[src/shared/gci_defs.svh]
`ifndef GCI_DEFS_SVH
`define GCI_DEFS_SVH

// ---------------------------------------------------------------
// sizes
// ---------------------------------------------------------------
`define GCI_NUM_IRQ      4
`define GCI_MAP_W        16

// ---------------------------------------------------------------
// timing
// ---------------------------------------------------------------
`define GCI_CLK_NS       20
`define GCI_INH_LAT_NS   10000
`define GCI_OFF_LAT_US   1000
`define GCI_CB_PULSE_US  1000
`define GCI_INH_CYC      ((`GCI_INH_LAT_NS) / (`GCI_CLK_NS))
`define GCI_OFF_CYC      ((`GCI_OFF_LAT_US * 1000) / (`GCI_CLK_NS))
`define GCI_CB_CYC       ((`GCI_CB_PULSE_US * 1000) / (`GCI_CLK_NS))

// ---------------------------------------------------------------
// reset values
// ---------------------------------------------------------------
`define GCI_PEND_RST     4'hF
`define GCI_GRP_ON_RST   4'h0
`define GCI_ALL_GRP      4'hF
`define GCI_NO_GRP       4'h0
`define GCI_PIN_RST      11'h7FF

`endif

[src/shared/gci_pkg.sv]
package gci_pkg;

    // sequencer states, one-hot
    typedef enum logic [1:0] {
        GCI_IDLE = 2'h1,
        GCI_BUSY = 2'h2
    } gci_seq_t;

    // per-input function select
    typedef enum logic {
        GCI_MODE_INHIBIT = 1'h0,
        GCI_MODE_TRIGGER = 1'h1
    } gci_irq_mode_t;

endpackage

[src/shared/gci_tmr_if.sv]
`timescale 1ns/1ps
interface gci_tmr_if #(
    parameter int W = 16
);
    logic         start;
    logic [W-1:0] len;
    logic         busy;
    logic         done;

    modport ctl (output start, output len, input busy, input done);
    modport tmr (input start, input len, output busy, output done);
endinterface

[src/core/gci_sync3.sv]
`timescale 1ns/1ps
module gci_sync3 #(
    parameter int         W   = 11,
    parameter logic [W-1:0] RST = '1
) (
    input  wire logic         clk_i,   // system clock
    input  wire logic         rstn_i,  // async reset, active low
    input  wire logic [W-1:0] d_i,     // raw pin levels
    output logic      [W-1:0] q_o      // filtered levels
);
    logic [W-1:0] s1_r, s2_r, s3_r, q_r;
    logic [W-1:0] q_nxt;

    // ---------------------------------------------------------------
    // accept a level once stages two and three agree
    // ---------------------------------------------------------------
    always_comb begin
        q_nxt = q_r;
        for (int i = 0; i < W; i++) begin
            if (s2_r[i] == s3_r[i]) begin
                q_nxt[i] = s3_r[i];
            end
        end
    end

    always_ff @(posedge clk_i or negedge rstn_i) begin
        if (!rstn_i) begin
            s1_r <= RST;
            s2_r <= RST;
            s3_r <= RST;
            q_r  <= RST;
        end else begin
            s1_r <= d_i;
            s2_r <= s1_r;
            s3_r <= s2_r;
            q_r  <= q_nxt;
        end
    end

    assign q_o = q_r;
endmodule

[src/core/gci_timer.sv]
`timescale 1ns/1ps
module gci_timer #(
    parameter int W = 16
) (
    input  wire logic clk_i,   // system clock
    input  wire logic rstn_i,  // async reset, active low
    gci_tmr_if.tmr    t        // start/length in, busy/done out
);
    logic [W-1:0] cnt_r, cnt_nxt;
    logic         busy_r, busy_nxt;
    logic         done_r, done_nxt;

    // ---------------------------------------------------------------
    // busy for len cycles after start, then one done pulse
    // ---------------------------------------------------------------
    always_comb begin
        cnt_nxt  = cnt_r;
        busy_nxt = busy_r;
        done_nxt = 1'b0;
        if (t.start) begin
            cnt_nxt  = W'(t.len - 1'b1);
            busy_nxt = 1'b1;
        end else if (busy_r) begin
            if (cnt_r == '0) begin
                busy_nxt = 1'b0;
                done_nxt = 1'b1;
            end else begin
                cnt_nxt = W'(cnt_r - 1'b1);
            end
        end
    end

    always_ff @(posedge clk_i or negedge rstn_i) begin
        if (!rstn_i) begin
            cnt_r  <= '0;
            busy_r <= 1'b0;
            done_r <= 1'b0;
        end else begin
            cnt_r  <= cnt_nxt;
            busy_r <= busy_nxt;
            done_r <= done_nxt;
        end
    end

    assign t.busy = busy_r;
    assign t.done = done_r;
endmodule

[src/core/gci_group_ctl.sv]
`timescale 1ns/1ps
`include "gci_defs.svh"
module gci_group_ctl #(
    parameter int INH_CYC     = `GCI_INH_CYC,
    parameter int OFF_LAT_CYC = `GCI_OFF_CYC,
    parameter int CB_CYC      = `GCI_CB_CYC
) (
    input  wire logic        clk_i,               // system clock
    input  wire logic        rstn_i,              // async reset, active low
    input  wire logic [3:0]  hotswap_irq_low_i,   // interrupt pins, active low
    input  wire logic        mains_loss_in_low_i, // mains-loss pin, active low
    input  wire logic        system_off_in_low_i, // system-off pin, active low
    input  wire logic        hard_reset_in_low_i, // hard reset pin, active low
    input  wire logic [3:0]  ok_i,                // group line levels
    input  wire logic [3:0]  irq_mode_i,          // 1 trigger, 0 inhibit
    input  wire logic [15:0] inhibit_map_i,       // groups per inhibit input
    input  wire logic        auto_turn_on_i,      // turn on after programming
    input  wire logic [3:0]  grp_turn_on_i,       // host turn-on pulse
    input  wire logic [3:0]  grp_turn_off_i,      // host turn-off pulse
    input  wire logic        front_end_on_req_i,  // host front-end level
    input  wire logic        crowbar_enable_i,    // crowbar armed
    input  wire logic        crowbar_trigger_i,   // crowbar request pulse
    input  wire logic        prog_done_i,         // programming finished
    output logic      [3:0]  ok_o,                // group line drive value
    output logic      [3:0]  ok_oe_o,             // group line pull low
    output logic             prog_start_o,        // start programming pulse
    output logic      [3:0]  prog_groups_o,       // groups to program
    output logic             prog_busy_o,         // programming in flight
    output logic             prog_status_clr_o,   // clear status pulse
    output logic             runtime_save_o,      // save run-time pulse
    output logic             session_drop_o,      // drop host session pulse
    output logic             front_end_on_o,      // front-end enable
    output logic             crowbar_fire_o,      // crowbar pulse
    output logic      [3:0]  grp_on_o,            // group run permission
    output logic      [3:0]  ok_line_low_o        // group line seen low
);
    localparam int INH_W = $clog2(INH_CYC + 1);
    localparam int OFF_W = $clog2(OFF_LAT_CYC + 1);
    localparam int CB_W  = $clog2(CB_CYC + 1);
    localparam int NI    = `GCI_NUM_IRQ;

    // ---------------------------------------------------------------
    // pin synchronisers
    // ---------------------------------------------------------------
    logic [10:0] pin_s;
    logic [3:0]  irq_s;
    logic        ml_s, so_s, hr_s;

    gci_sync3 #(
        .W   (11),
        .RST (`GCI_PIN_RST)
    ) u_sync (
        .clk_i  (clk_i),
        .rstn_i (rstn_i),
        .d_i    ({ok_i, hard_reset_in_low_i, system_off_in_low_i, mains_loss_in_low_i, hotswap_irq_low_i}),
        .q_o    (pin_s)
    );

    assign irq_s = pin_s[3:0];
    assign ml_s  = pin_s[4];
    assign so_s  = pin_s[5];
    assign hr_s  = pin_s[6];

    // ---------------------------------------------------------------
    // timers
    // ---------------------------------------------------------------
    gci_tmr_if #(.W(OFF_W)) off_t ();
    gci_tmr_if #(.W(CB_W))  cb_t ();

    gci_timer #(.W(OFF_W)) u_off_tmr (
        .clk_i  (clk_i),
        .rstn_i (rstn_i),
        .t      (off_t)
    );

    gci_timer #(.W(CB_W)) u_cb_tmr (
        .clk_i  (clk_i),
        .rstn_i (rstn_i),
        .t      (cb_t)
    );

    // ---------------------------------------------------------------
    // state
    // ---------------------------------------------------------------
    gci_pkg::gci_seq_t seq_r, seq_nxt;
    logic [INH_W-1:0]  inh_cnt_r [NI];
    logic [INH_W-1:0]  inh_cnt_nxt [NI];
    logic [3:0]        irq_prev_r, pend_r, pend_nxt, pgrp_r, pgrp_nxt;
    logic [3:0]        abort_r, abort_nxt, grp_on_r, grp_on_nxt;
    logic [3:0]        pull_r, pull_nxt, inh_grp;
    logic              off_prev_r, off_hold_r, off_hold_nxt, hr_prev_r;
    logic              start_r, start_nxt, busy_r, clr_r, clr_nxt;
    logic              save_r, save_nxt, drop_r, drop_nxt;
    logic              fe_r, cb_r;
    logic [3:0]        drv_r, low_r;
    logic              off_now, hr_now, off_fall, off_rise, hr_fall, hr_rise;
    logic [3:0]        trig_fall, trig_rise, inh_sel;

    assign off_now   = ~(ml_s & so_s);
    assign hr_now    = ~hr_s;
    assign off_fall  = off_now & ~off_prev_r;
    assign off_rise  = ~off_now & off_prev_r;
    assign hr_fall   = hr_now & ~hr_prev_r;
    assign hr_rise   = ~hr_now & hr_prev_r;

    assign inh_sel   = ~irq_mode_i;
    // input k maps to group k
    assign trig_fall = irq_mode_i & irq_prev_r & ~irq_s;
    assign trig_rise = irq_mode_i & ~irq_prev_r & irq_s;

    assign off_t.start = off_fall;
    assign off_t.len   = OFF_W'(OFF_LAT_CYC);
    assign cb_t.start  = crowbar_enable_i & crowbar_trigger_i & ~cb_t.busy;
    assign cb_t.len    = CB_W'(CB_CYC);

    // ---------------------------------------------------------------
    // next state
    // ---------------------------------------------------------------
    always_comb begin
        seq_nxt      = seq_r;
        pend_nxt     = pend_r;
        pgrp_nxt     = pgrp_r;
        abort_nxt    = abort_r;
        grp_on_nxt   = grp_on_r;
        off_hold_nxt = off_hold_r;
        start_nxt    = 1'b0;
        clr_nxt      = 1'b0;
        save_nxt     = 1'b0;
        drop_nxt     = 1'b0;
        inh_grp      = `GCI_NO_GRP;

        for (int k = 0; k < NI; k++) begin
            if (inh_sel[k] && !irq_s[k]) begin
                inh_cnt_nxt[k] = (inh_cnt_r[k] == INH_W'(INH_CYC)) ? inh_cnt_r[k] : INH_W'(inh_cnt_r[k] + 1'b1);
            end else begin
                inh_cnt_nxt[k] = '0;
            end
            if (inh_cnt_nxt[k] == INH_W'(INH_CYC)) begin
                inh_grp = inh_grp | inhibit_map_i[k*4 +: 4];
            end
        end

        if (off_fall) begin
            clr_nxt   = 1'b1;
            save_nxt  = 1'b1;
            abort_nxt = `GCI_ALL_GRP;
        end
        if (off_t.done && off_now) begin
            off_hold_nxt = 1'b1;
        end
        if (off_rise) begin
            off_hold_nxt = 1'b0;
            grp_on_nxt   = `GCI_NO_GRP;
            pend_nxt     = `GCI_ALL_GRP;
        end

        pend_nxt = pend_nxt | trig_fall;
        if (trig_rise != `GCI_NO_GRP) begin
            clr_nxt    = 1'b1;
            grp_on_nxt = grp_on_nxt & ~trig_rise;
            pend_nxt   = pend_nxt & ~trig_rise;
            abort_nxt  = abort_nxt | trig_rise;
        end

        // host commands, turn-off wins over turn-on in the same cycle
        grp_on_nxt = (grp_on_nxt | grp_turn_on_i) & ~grp_turn_off_i;

        unique case (seq_r)
            gci_pkg::GCI_IDLE: begin
                if (pend_nxt != `GCI_NO_GRP && !off_now && !hr_now) begin
                    start_nxt = 1'b1;
                    pgrp_nxt  = pend_nxt;
                    pend_nxt  = `GCI_NO_GRP;
                    abort_nxt = `GCI_NO_GRP;
                    seq_nxt   = gci_pkg::GCI_BUSY;
                end
            end
            gci_pkg::GCI_BUSY: begin
                if (prog_done_i) begin
                    seq_nxt = gci_pkg::GCI_IDLE;
                    if (auto_turn_on_i) begin
                        grp_on_nxt = grp_on_nxt | (pgrp_r & ~abort_nxt);
                    end
                end
            end
        endcase

        if (hr_now) begin
            grp_on_nxt   = `GCI_NO_GRP;
            pend_nxt     = `GCI_ALL_GRP;
            abort_nxt    = `GCI_ALL_GRP;
            off_hold_nxt = 1'b0;
            start_nxt    = 1'b0;
            seq_nxt      = gci_pkg::GCI_IDLE;
        end
        drop_nxt = hr_fall;
        if (hr_rise) begin
            clr_nxt = 1'b1;
        end

        pull_nxt = ~grp_on_nxt | inh_grp | {4{off_hold_nxt | hr_now}};
    end

    // ---------------------------------------------------------------
    // registers
    // ---------------------------------------------------------------
    always_ff @(posedge clk_i or negedge rstn_i) begin
        if (!rstn_i) begin
            seq_r      <= gci_pkg::GCI_IDLE;
            inh_cnt_r  <= '{default: '0};
            irq_prev_r <= `GCI_ALL_GRP;
            pend_r     <= `GCI_PEND_RST;
            pgrp_r     <= `GCI_NO_GRP;
            abort_r    <= `GCI_NO_GRP;
            grp_on_r   <= `GCI_GRP_ON_RST;
            pull_r     <= `GCI_ALL_GRP;
            off_prev_r <= 1'b0;
            off_hold_r <= 1'b0;
            hr_prev_r  <= 1'b0;
            start_r    <= 1'b0;
            busy_r     <= 1'b0;
            clr_r      <= 1'b0;
            save_r     <= 1'b0;
            drop_r     <= 1'b0;
            fe_r       <= 1'b0;
            cb_r       <= 1'b0;
            drv_r      <= `GCI_NO_GRP;
            low_r      <= `GCI_NO_GRP;
        end else begin
            seq_r      <= seq_nxt;
            inh_cnt_r  <= inh_cnt_nxt;
            irq_prev_r <= irq_s;
            pend_r     <= pend_nxt;
            pgrp_r     <= pgrp_nxt;
            abort_r    <= abort_nxt;
            grp_on_r   <= grp_on_nxt;
            pull_r     <= pull_nxt;
            off_prev_r <= off_now;
            off_hold_r <= off_hold_nxt;
            hr_prev_r  <= hr_now;
            start_r    <= start_nxt;
            busy_r     <= (seq_nxt == gci_pkg::GCI_BUSY);
            clr_r      <= clr_nxt;
            save_r     <= save_nxt;
            drop_r     <= drop_nxt;
            fe_r       <= front_end_on_req_i;
            cb_r       <= cb_t.busy;
            drv_r      <= ~pull_nxt;
            low_r      <= ~pin_s[10:7];
        end
    end

    assign ok_o              = drv_r;
    assign ok_oe_o           = pull_r;
    assign prog_start_o      = start_r;
    assign prog_groups_o     = pgrp_r;
    assign prog_busy_o       = busy_r;
    assign prog_status_clr_o = clr_r;
    assign runtime_save_o    = save_r;
    assign session_drop_o    = drop_r;
    assign front_end_on_o    = fe_r;
    assign crowbar_fire_o    = cb_r;
    assign grp_on_o          = grp_on_r;
    assign ok_line_low_o     = low_r;
endmodule

[config.mk]
export PLATFORM = sky130hd
export DESIGN_NAME = gci_group_ctl
export DESIGN_NICKNAME = d
export VERILOG_FILES = /design/src/shared/gci_pkg.sv /design/src/shared/gci_tmr_if.sv /design/src/core/gci_sync3.sv /design/src/core/gci_timer.sv /design/src/core/gci_group_ctl.sv
export VERILOG_INCLUDE_DIRS = /design/src /design/src/shared
export SDC_FILE = /design/constraint.sdc
export NUM_CORES = 1
export LEC_CHECK = 0
export BUFFER_PORTS_ARGS = -buffer_cell sky130_fd_sc_hd__buf_2
export CORE_MARGIN = 3
export CORE_UTILIZATION = 40
export DETAILED_ROUTE_END_ITERATION = 10
export GPL_ROUTABILITY_DRIVEN = 0
export PLACE_DENSITY = 0.68
export SLEW_MARGIN = 20
export SYNTH_ARGS = -nofsm -noshare
export SYNTH_HDL_FRONTEND = slang
export SYNTH_SLANG_ARGS = --single-unit
[constraint.sdc]
create_clock -name clk_i -period 2.7 [get_ports clk_i]
set_input_delay 0 -clock clk_i [delete_from_list [all_inputs] [get_ports clk_i]]
set_output_delay 0 -clock clk_i [all_outputs]
set_load 0.01 [all_outputs]
# Word-level counts from Yosys, hierarchy flattened
# Cells that the tools add are included.
[word_totals]
register_bits = 159
out_inout_bits = 27
wordCells = 187
[classes]
addsub = 6
eq_ne = 24
muxes = 56
n_bitwise = 39
n_reduce_logical = 20
[op_table]
columns = ["cell", "count"]
rows = [
  ["two-way mux 16 bit", 6],
  ["two-way mux 4 bit", 20],
  ["== test 9 bit, second input constant", 8],
  ["two-way mux 9 bit", 8],
  ["adder 9 x 1 -> 9 bit, second input constant", 4],
  ["NOT 4 bit", 9],
  ["OR 4 bit", 9],
  ["bitwise AND 4 bit", 8],
  ["zero test 16 bit", 2],
  ["subtractor 16 x 1 -> 16 bit, second input constant", 2],
  ["two-way mux 1 bit", 18],
  ["== test 1 bit", 11],
  ["nonzero test 4 bit", 2],
  ["bitwise AND 1 bit", 7],
  ["logical AND 1 bit", 7],
  ["two-way mux 2 bit", 3],
  ["AND reduction 2 bit", 3],
  ["NOT 1 bit", 5],
  ["== test 2 bit, second input constant", 2],
  ["zero test 1 bit", 4],
  ["!= test 2 bit, second input constant", 2],
  ["one-hot mux 2 bit (2 select lines)", 1],
  ["nonzero test 2 bit", 2],
  ["== test 2 x 1 -> 1 bit, second input constant", 1],
  ["OR 1 bit", 1],
]

# Logic depth before layout (Yosys ltp)
# Gate-level depths: netlist of the first run.
[logic_depth]
word_depth = 17
ltp_mapped = 8
mapped_depth_nobuf = 8

# Cells and area by module
# A second synthesis of the first run with hierarchy kept.
[hier_totals]
hier_cells = 804
area_unflattened_um2 = 8334.2
[by_module_without_submodules]
columns = ["mod", "n_inst", "cells_per_inst", "area_each_um2"]
rows = [
  ["gci_group_ctl", 1, 415, 4096.4],
  ["gci_timer", 2, 167, 1478.9],
  ["gci_sync3", 1, 55, 1280.0],
]

# Least setup slack after synthesis of the first run
# No wires, ideal clock.
[synth_timing]
path_kind = "register -> register"
startpoint = "register u_cb_tmr.cnt_r[5]"
endpoint = "register u_cb_tmr.cnt_r[12]"
setup_ns = 0.078
arrival_time_ns = 2.334
required_ns = 2.622
setup_slack_ns = 0.288
stages_incl_launch_ff = 7
path_cell_list = "dfrtp_1 -> or4_1 -> buf_2 -> or4_4 -> or3_1 -> or4_1 -> a21oi_1"
[synth_between]
elab_chain_cells = 4
word_cells_on_any_way = 7
cone_classes = "add/sub: 1; eq/ne: 1; mux: 3; reduce/logical: 2"
[synth_rtl]
columns = ["element", "line_no", "source"]
rows = [
  ["start: declaration", "gci_timer.sv:9", "logic [W-1:0] cnt_r, cnt_nxt;"],
  ["start signal: assignment", "gci_timer.sv:39", "cnt_r <= cnt_nxt;"],
  ["subtractor 16 x 1 -> 16 bit", "gci_timer.sv:28", "cnt_nxt = W'(cnt_r - 1'b1);"],
  ["two-way mux 16 bit", "gci_timer.sv:24", "if (cnt_r == '0) begin"],
  ["two-way mux 16 bit", "gci_timer.sv:23", "end else if (busy_r) begin"],
  ["two-way mux 16 bit", "gci_timer.sv:20", "if (t.start) begin"],
]
# Parallel ways exist; a longest one is shown, timed or not. The select of a mux whose other input is x is not followed.
# A chain may end at the register's enable or synchronous reset.

# Worst setup path after layout of the first run
# Ends and elaborated chain as after synthesis.

==> results.toml, run 1 <==
[timing]
finalClockSkew_ns = 0.00672
fin_crit_ns = 2.51
final.setup.tns_ns = 0
fmax_mhz = 398
rsz0062_at_grt = "no"
drv_slew = 0
holdWs_ns = 0.0276
min_period_over_period = 0.930
final-setup-viol-count = 0
hold_viol_final = 0
tightest_slew_ns = 0.768
maxSlewHeadroom = 0.488

[clocking]
clockBufferDepth = 2
cts-buffers-inserted = 17
cts_tree = "yes"
cts-root-buf = "clkbuf_16"
cts_sinks = 159
postCtsSetupBuffers = 0
cts.clk_slew.worst_paths_ns = 0.06
cts_max_level = 4
insertion_delay_ns = 0.42

[drt]
post_drt_wl_per_cell_um = 14.3
avgViaCountPerCell = 5.15
drt-total-wl_mm = 14.6
drc = 0
dr.pass1.iters = 5
ant_nets = 0
num_vias = 5233
dr.first_iter.drc_count = 313

[yosys]
synth_edf_count = 0
avgSynthCellArea_um2 = 10.6
dominantRegCellSynth = "dfrtp_1"
synth_fp_nets = 716
ys_ff_latch = 159
ys_seq_area_frac = 0.579
synth_area_um2 = 6990
synth_warnings = 0
ys_types = 58
netlist_instances = 660
ys_async_sr_fraction = 1.00

[layout]
antenna_cells = 0
final_nets = 839
drive_above_1_share = 0.230
layout_commonest_cell = "dfrtp_1"
layout_common_cells = "dfrtp_1, buf_2, nand2_1"
fin_area_um2 = 8720
synthToLayoutAreaGrowth_pct = 24.8
stdcell_count = 1016

[placement]
numPortBuffers = 72
placed_area_um2 = 7660
place_hpwl_mm = 9.79
place_inst = 946

[pwr]
switching_share = 0.238
leakage_nw = 3.58
ir_drop_mv = 0.479
power.share.combinational = 0.100
p_per_area_nw_per_um2 = 712
intPower_mw = 4.73
seq_power_share = 0.458
p_sw_mw = 1.48
pwr-share-clk = 0.442

[floorplan]
core-area_um2 = 16800
fp.dieW_um = 138
ios = 73
die_area_um2 = 19100
placementRows = 47
die_h_um = 138
initial_utilization = 0.416

[grt]
antenna_found_initial = 0
grt_pass1_wl_mm = 24.9
track_usage = 0.157
grt_overflow = 0
grt_max_degree = 88
grt_pass1_vias = 5014

[worst_setup_path]
crit_fanout = 6
cp_data_arrival_time_ns = 2.85
slowest_stage = "or4_1"
path_class = "reg -> reg"
slowest_delay_ns = 0.63
critPathCaptureType = "flip-flop"
critPathMostFrequentCell = "or4_1"
crit_required_ns = 3.04
crit_path_start_kind = "flip-flop"
crit_chain = "or4_1 > or4_4 > or3_1 > or4_1 > a21oi_1"

[run_status]
status = "completed"

[worst_hold_path]
hp-class = "in -> reg"

[run]
max-cap-violations = 0
-- per-stage QoR --
step / setup slack [ns] / power, mW / utilization
2_1_floorplan: 0.288 / 3.17 / -
3_3_place_gp: 0.254 / 3.43 / 0.455
3_5_place_dp: 0.214 / 3.46 / 0.455
4_1_cts: 0.194 / 6.28 / 0.519
5_1_grt: 0.115 / 6.51 / 0.519
6_report: 0.190 / 6.21 / 0.519
-- what timing repair did --
action,CTS,global route
hold endpoints to repair,84,0
resized for setup,0,0
hold buffers,38,0
-- synth_stat cells (14+ instances only) --
library cell | n | area share
a21oi_1 | 22 | 0.016
dfrtp_1 | 102 | 0.37
dfstp_2 | 57 | 0.21
inv_1 | 39 | 0.021
nand2_1 | 65 | 0.035
nand3_1 | 19 | 0.014
nand4_1 | 17 | 0.015
nor2_1 | 54 | 0.029
nor3_1 | 30 | 0.021
o211ai_1 | 14 | 0.015
o21ai_0 | 36 | 0.026
or3_1 | 14 | 0.013
xnor2_1 | 24 | 0.030
-- cell type report --
cell class | instances | area [um2]
Clock buffer | 20 | 458
Clock inverter | 12 | 229
Fill cell | 1473 | 8090
Inverter | 40 | 150
Multi-Input combinational cell | 446 | 2740
Sequential cell | 159 | 4050
Tap cell | 220 | 275
Timing Repair Buffer | 119 | 827
-- worst max-delay path, delay by kind of cell, from the launching register on --
kind | cells | cell delay [ns]
compound gates | 1 | 0.15
flops | 1 | 0.41
simple gates | 4 | 1.88
-- registers in the layout, summed over array words and instances, names as in the netlist, 11 cells and up --
register         flops
u_sync.s2_r         11
u_sync.s3_r         11
u_cb_tmr.cnt_r      16
u_off_tmr.cnt_r     16
u_sync.s1_r         11
inh_cnt_r           36
u_sync.q_o          11
-- cells by family (layout without fill, tap and decap cells) --
logic type | after synthesis | count (layout) | synth area share
XOR/XNOR | 36 | 36 | 0.0451
multiplexers | 3 | 3 | 0.00465
AO/OA/AOI/OAI | 120 | 120 | 0.112
AND/OR/NAND/NOR | 266 | 266 | 0.196
flip-flops | 159 | 159 | 0.579
buffers and inverters | 55 | 191 | 0.0297
adder cells (fa/ha/maj) | 21 | 21 | 0.0336
-- per-layer routing --
metal  GRT usage  part of all wire
met3      0.0435             0.044
met2       0.236              0.45
met1       0.226              0.49
met5           0                 0
met4      0.0432             0.011
-- power groups by stage --
stage	logic (mW)	registers (mW)	clock network, mW
after global routing	0.698	2.87	2.94
after global placement	0.572	2.86	0
final	0.620	2.84	2.75
after CTS	0.627	2.84	2.81
after floorplan	0.334	2.84	0
after detailed placement	0.581	2.88	0
-- worst paths after layout --
| kind | from | depth (start not counted) | endpoint | slack [ns] |
|---|---|---|---|---|
| max | u_cb_tmr.cnt_r[5]$_DFFE_PN0P_ | 5 | u_cb_tmr.cnt_r[12]$_DFFE_PN0P_ | 0.19 |
| max reg2reg | u_cb_tmr.cnt_r[5]$_DFFE_PN0P_ | 5 | u_cb_tmr.cnt_r[12]$_DFFE_PN0P_ | 0.19 |
| max in group asynchronous | rstn_i | 3 | u_sync.s3_r[9]$_DFF_PN1_ | 1.67 |
| min reg2reg | u_sync.s1_r[1]$_DFF_PN1_ | 0 | u_sync.s2_r[1]$_DFF_PN1_ | 0.35 |
| min in group asynchronous | rstn_i | 2 | inh_cnt_r[0]$_DFF_PN0_ | 0.20 |
| min | irq_mode_i[2] | 5 | abort_r[2]$_DFF_PN0_ | 0.03 |
(Power assumes the default switching activity.)
==> run 2, diff against run 1 <==
--- a/config.mk
+++ b/config.mk
@@ -7,11 +7,13 @@
 export NUM_CORES = 1
 export LEC_CHECK = 0
 export BUFFER_PORTS_ARGS = -buffer_cell sky130_fd_sc_hd__buf_2
+export CELL_PAD_IN_SITES_DETAIL_PLACEMENT = 1
+export CELL_PAD_IN_SITES_GLOBAL_PLACEMENT = 2
 export CORE_MARGIN = 3
-export CORE_UTILIZATION = 40
+export CORE_UTILIZATION = 38
 export DETAILED_ROUTE_END_ITERATION = 10
 export GPL_ROUTABILITY_DRIVEN = 0
-export PLACE_DENSITY = 0.68
+export PLACE_DENSITY = 0.89
 export SLEW_MARGIN = 20
 export SYNTH_ARGS = -nofsm -noshare
 export SYNTH_HDL_FRONTEND = slang
==> run 2 against run 1 <==
Against the previous run:
- clock power decreased by 16%
- hold slack got worse by 0.0044 ns
- count of clock-buffer cells in the layout decreased by 2
- maximum frequency increased by 2.2%
- core utilization decreased by 3.2 points
- sequential share of layout area increased by 0.70 points
- final cell count increased by 0.39%
- flip-flop and latch count unchanged
- highest routed layer unchanged
- register-to-register slack improved by 0.05 ns
- largest power group unchanged
- worst setup slack improved by 0.055 ns
- via count increased by 4.3%
==> results.toml, run 2 (synthesis results as in run 1) <==
[run_status]
status = "completed"

[layout]
layout_commonest_cell = "dfrtp_1"
layout_common_cells = "dfrtp_1, buf_2, nand2_1"
fin_util = 0.487
regMostFlops = "inh_cnt_r"
final_nets = 838
drive_above_1_share = 0.231
stdcell_count = 1020
largestRegisters = "inh_cnt_r: 36 flops, u_cb_tmr.cnt_r: 16 flops, u_off_tmr.cnt_r: 16 flops"
largest_register_ffs = 36
antenna_cells = 0
final.fill_count = 1956
synthToLayoutAreaGrowth_pct = 22.9

[timing]
hold_viol_final = 0
drv_slew = 0
maxSlewHeadroom = 0.463
rsz0062_at_grt = "no"
min_period_over_period = 0.909
fmax_mhz = 407
tightest_slew_ns = 0.805
final-setup-viol-count = 0
worst_slack_ns = 0.245
final.setup.tns_ns = 0
fin_crit_ns = 2.46
finalClockSkew_ns = 0.0152

[clocking]
cts-buffers-inserted = 17
postCtsHoldBufs = 38
cts_tree = "yes"
insertion_delay_ns = 0.43
cts_max_level = 4
cts-resized-gates = 0
clockBufferDepth = 2
cts-root-buf = "clkbuf_16"
cts.clk_slew.worst_paths_ns = 0.07
postCtsSetupBuffers = 0
cts_sinks = 159

[grt]
grt_pass1_wl_mm = 30.0
grt_pass1_vias = 5990
antenna_found_initial = 0
grt_overflow = 0
track_usage = 0.187
grt_max_degree = 87

[placement]
place_inst = 950
pre_cts_ws_ns = 0.255
place_hpwl_mm = 12.3
numPortBuffers = 72

[worst_hold_path]
hp-class = "in -> reg"

[floorplan]
placementRows = 48
core-area_um2 = 17700
fp.dieW_um = 142
ios = 73
die_h_um = 142
initial_utilization = 0.396
die_area_um2 = 20100

[pwr]
power_mw = 5.79
leakage_nw = 3.52
p_per_area_nw_per_um2 = 673
ir_drop_mv = 0.387

[drt]
dr.first_iter.drc_count = 263
ant_nets = 0
avgViaCountPerCell = 5.35
num_vias = 5457
post_drt_wl_per_cell_um = 17.4
drc = 0
drt-total-wl_mm = 17.8
dr.pass1.iters = 4

[worst_setup_path]
crit_required_ns = 3.05
crit_fanout = 3
cp_data_arrival_time_ns = 2.81
path_class = "reg -> reg"
crit_path_start_kind = "flip-flop"
critPathCaptureType = "flip-flop"

[run]
max-cap-violations = 0
run 2: cell types whose count changed in the layout (fill, tap and decap cells not counted), sizes merged:
cell	before	now
bufinv	6	0
buf	81	80
clkbuf	20	18
inv	41	49
run 2: cell type report:
class,count,area (um2),area share
Clock inverter,14,120,0.0140
Inverter,40,150,0.0175
Clock buffer,18,439,0.0511
Multi-Input combinational cell,446,2740,0.318
Timing Repair Buffer,118,820,0.0953
Tap cell,225,282,0.0328
Sequential cell,159,4050,0.471
run 2: worst paths after layout:
path                       depth (start not counted)                          start  slack [ns]                             end
min in group asynchronous                          2                         rstn_i        0.18          inh_cnt_r[0]$_DFF_PN0_
max in group asynchronous                          3                         rstn_i        1.61       u_sync.s1_r[10]$_DFF_PN1_
min                                                3                  irq_mode_i[0]        0.02         inh_cnt_r[28]$_DFF_PN0_
max reg2reg                                        5  u_cb_tmr.cnt_r[5]$_DFFE_PN0P_        0.24  u_cb_tmr.cnt_r[12]$_DFFE_PN0P_
max                                                5  u_cb_tmr.cnt_r[5]$_DFFE_PN0P_        0.24  u_cb_tmr.cnt_r[12]$_DFFE_PN0P_
min reg2reg                                        0       u_sync.s1_r[3]$_DFF_PN1_        0.36        u_sync.s2_r[3]$_DFF_PN1_
run 2: worst max-delay path, stage by stage, from the launching register on:
cell and delay (ns):
dfrtp_1 0.41, or4_1 0.57, or4_4 0.44, or3_1 0.40, or4_1 0.41, a21oi_1 0.15
run 2: where the power goes:
part	switching (mW)	internal, mW	total [mW]	leakage, nW
combinational	0.360	0.291	0.651	1.39
clock	1.06	1.24	2.30	0.275
sequential	0.200	2.64	2.84	1.85
total	1.62	4.17	5.79	3.52
run 2: metal layers:
layer / part of all wire / global-route usage / vias to the layer above
li1: - / - / 2596
met1: 0.45 / 0.241 / 2744
met2: 0.50 / 0.322 / 99
met3: 0.036 / 0.0347 / 18
met4: 0.012 / 0.0545 / 0
met5: 0 / 0 / -
run 2: per-stage QoR:
step	area, um2	hold WS (ns)
2_1_floorplan	6990	-0.296
3_3_place_gp	7660	0.0947
3_5_place_dp	7660	0.0989
4_1_cts	8600	0.0105
5_1_grt	8600	0.0533
6_report	8600	0.0233
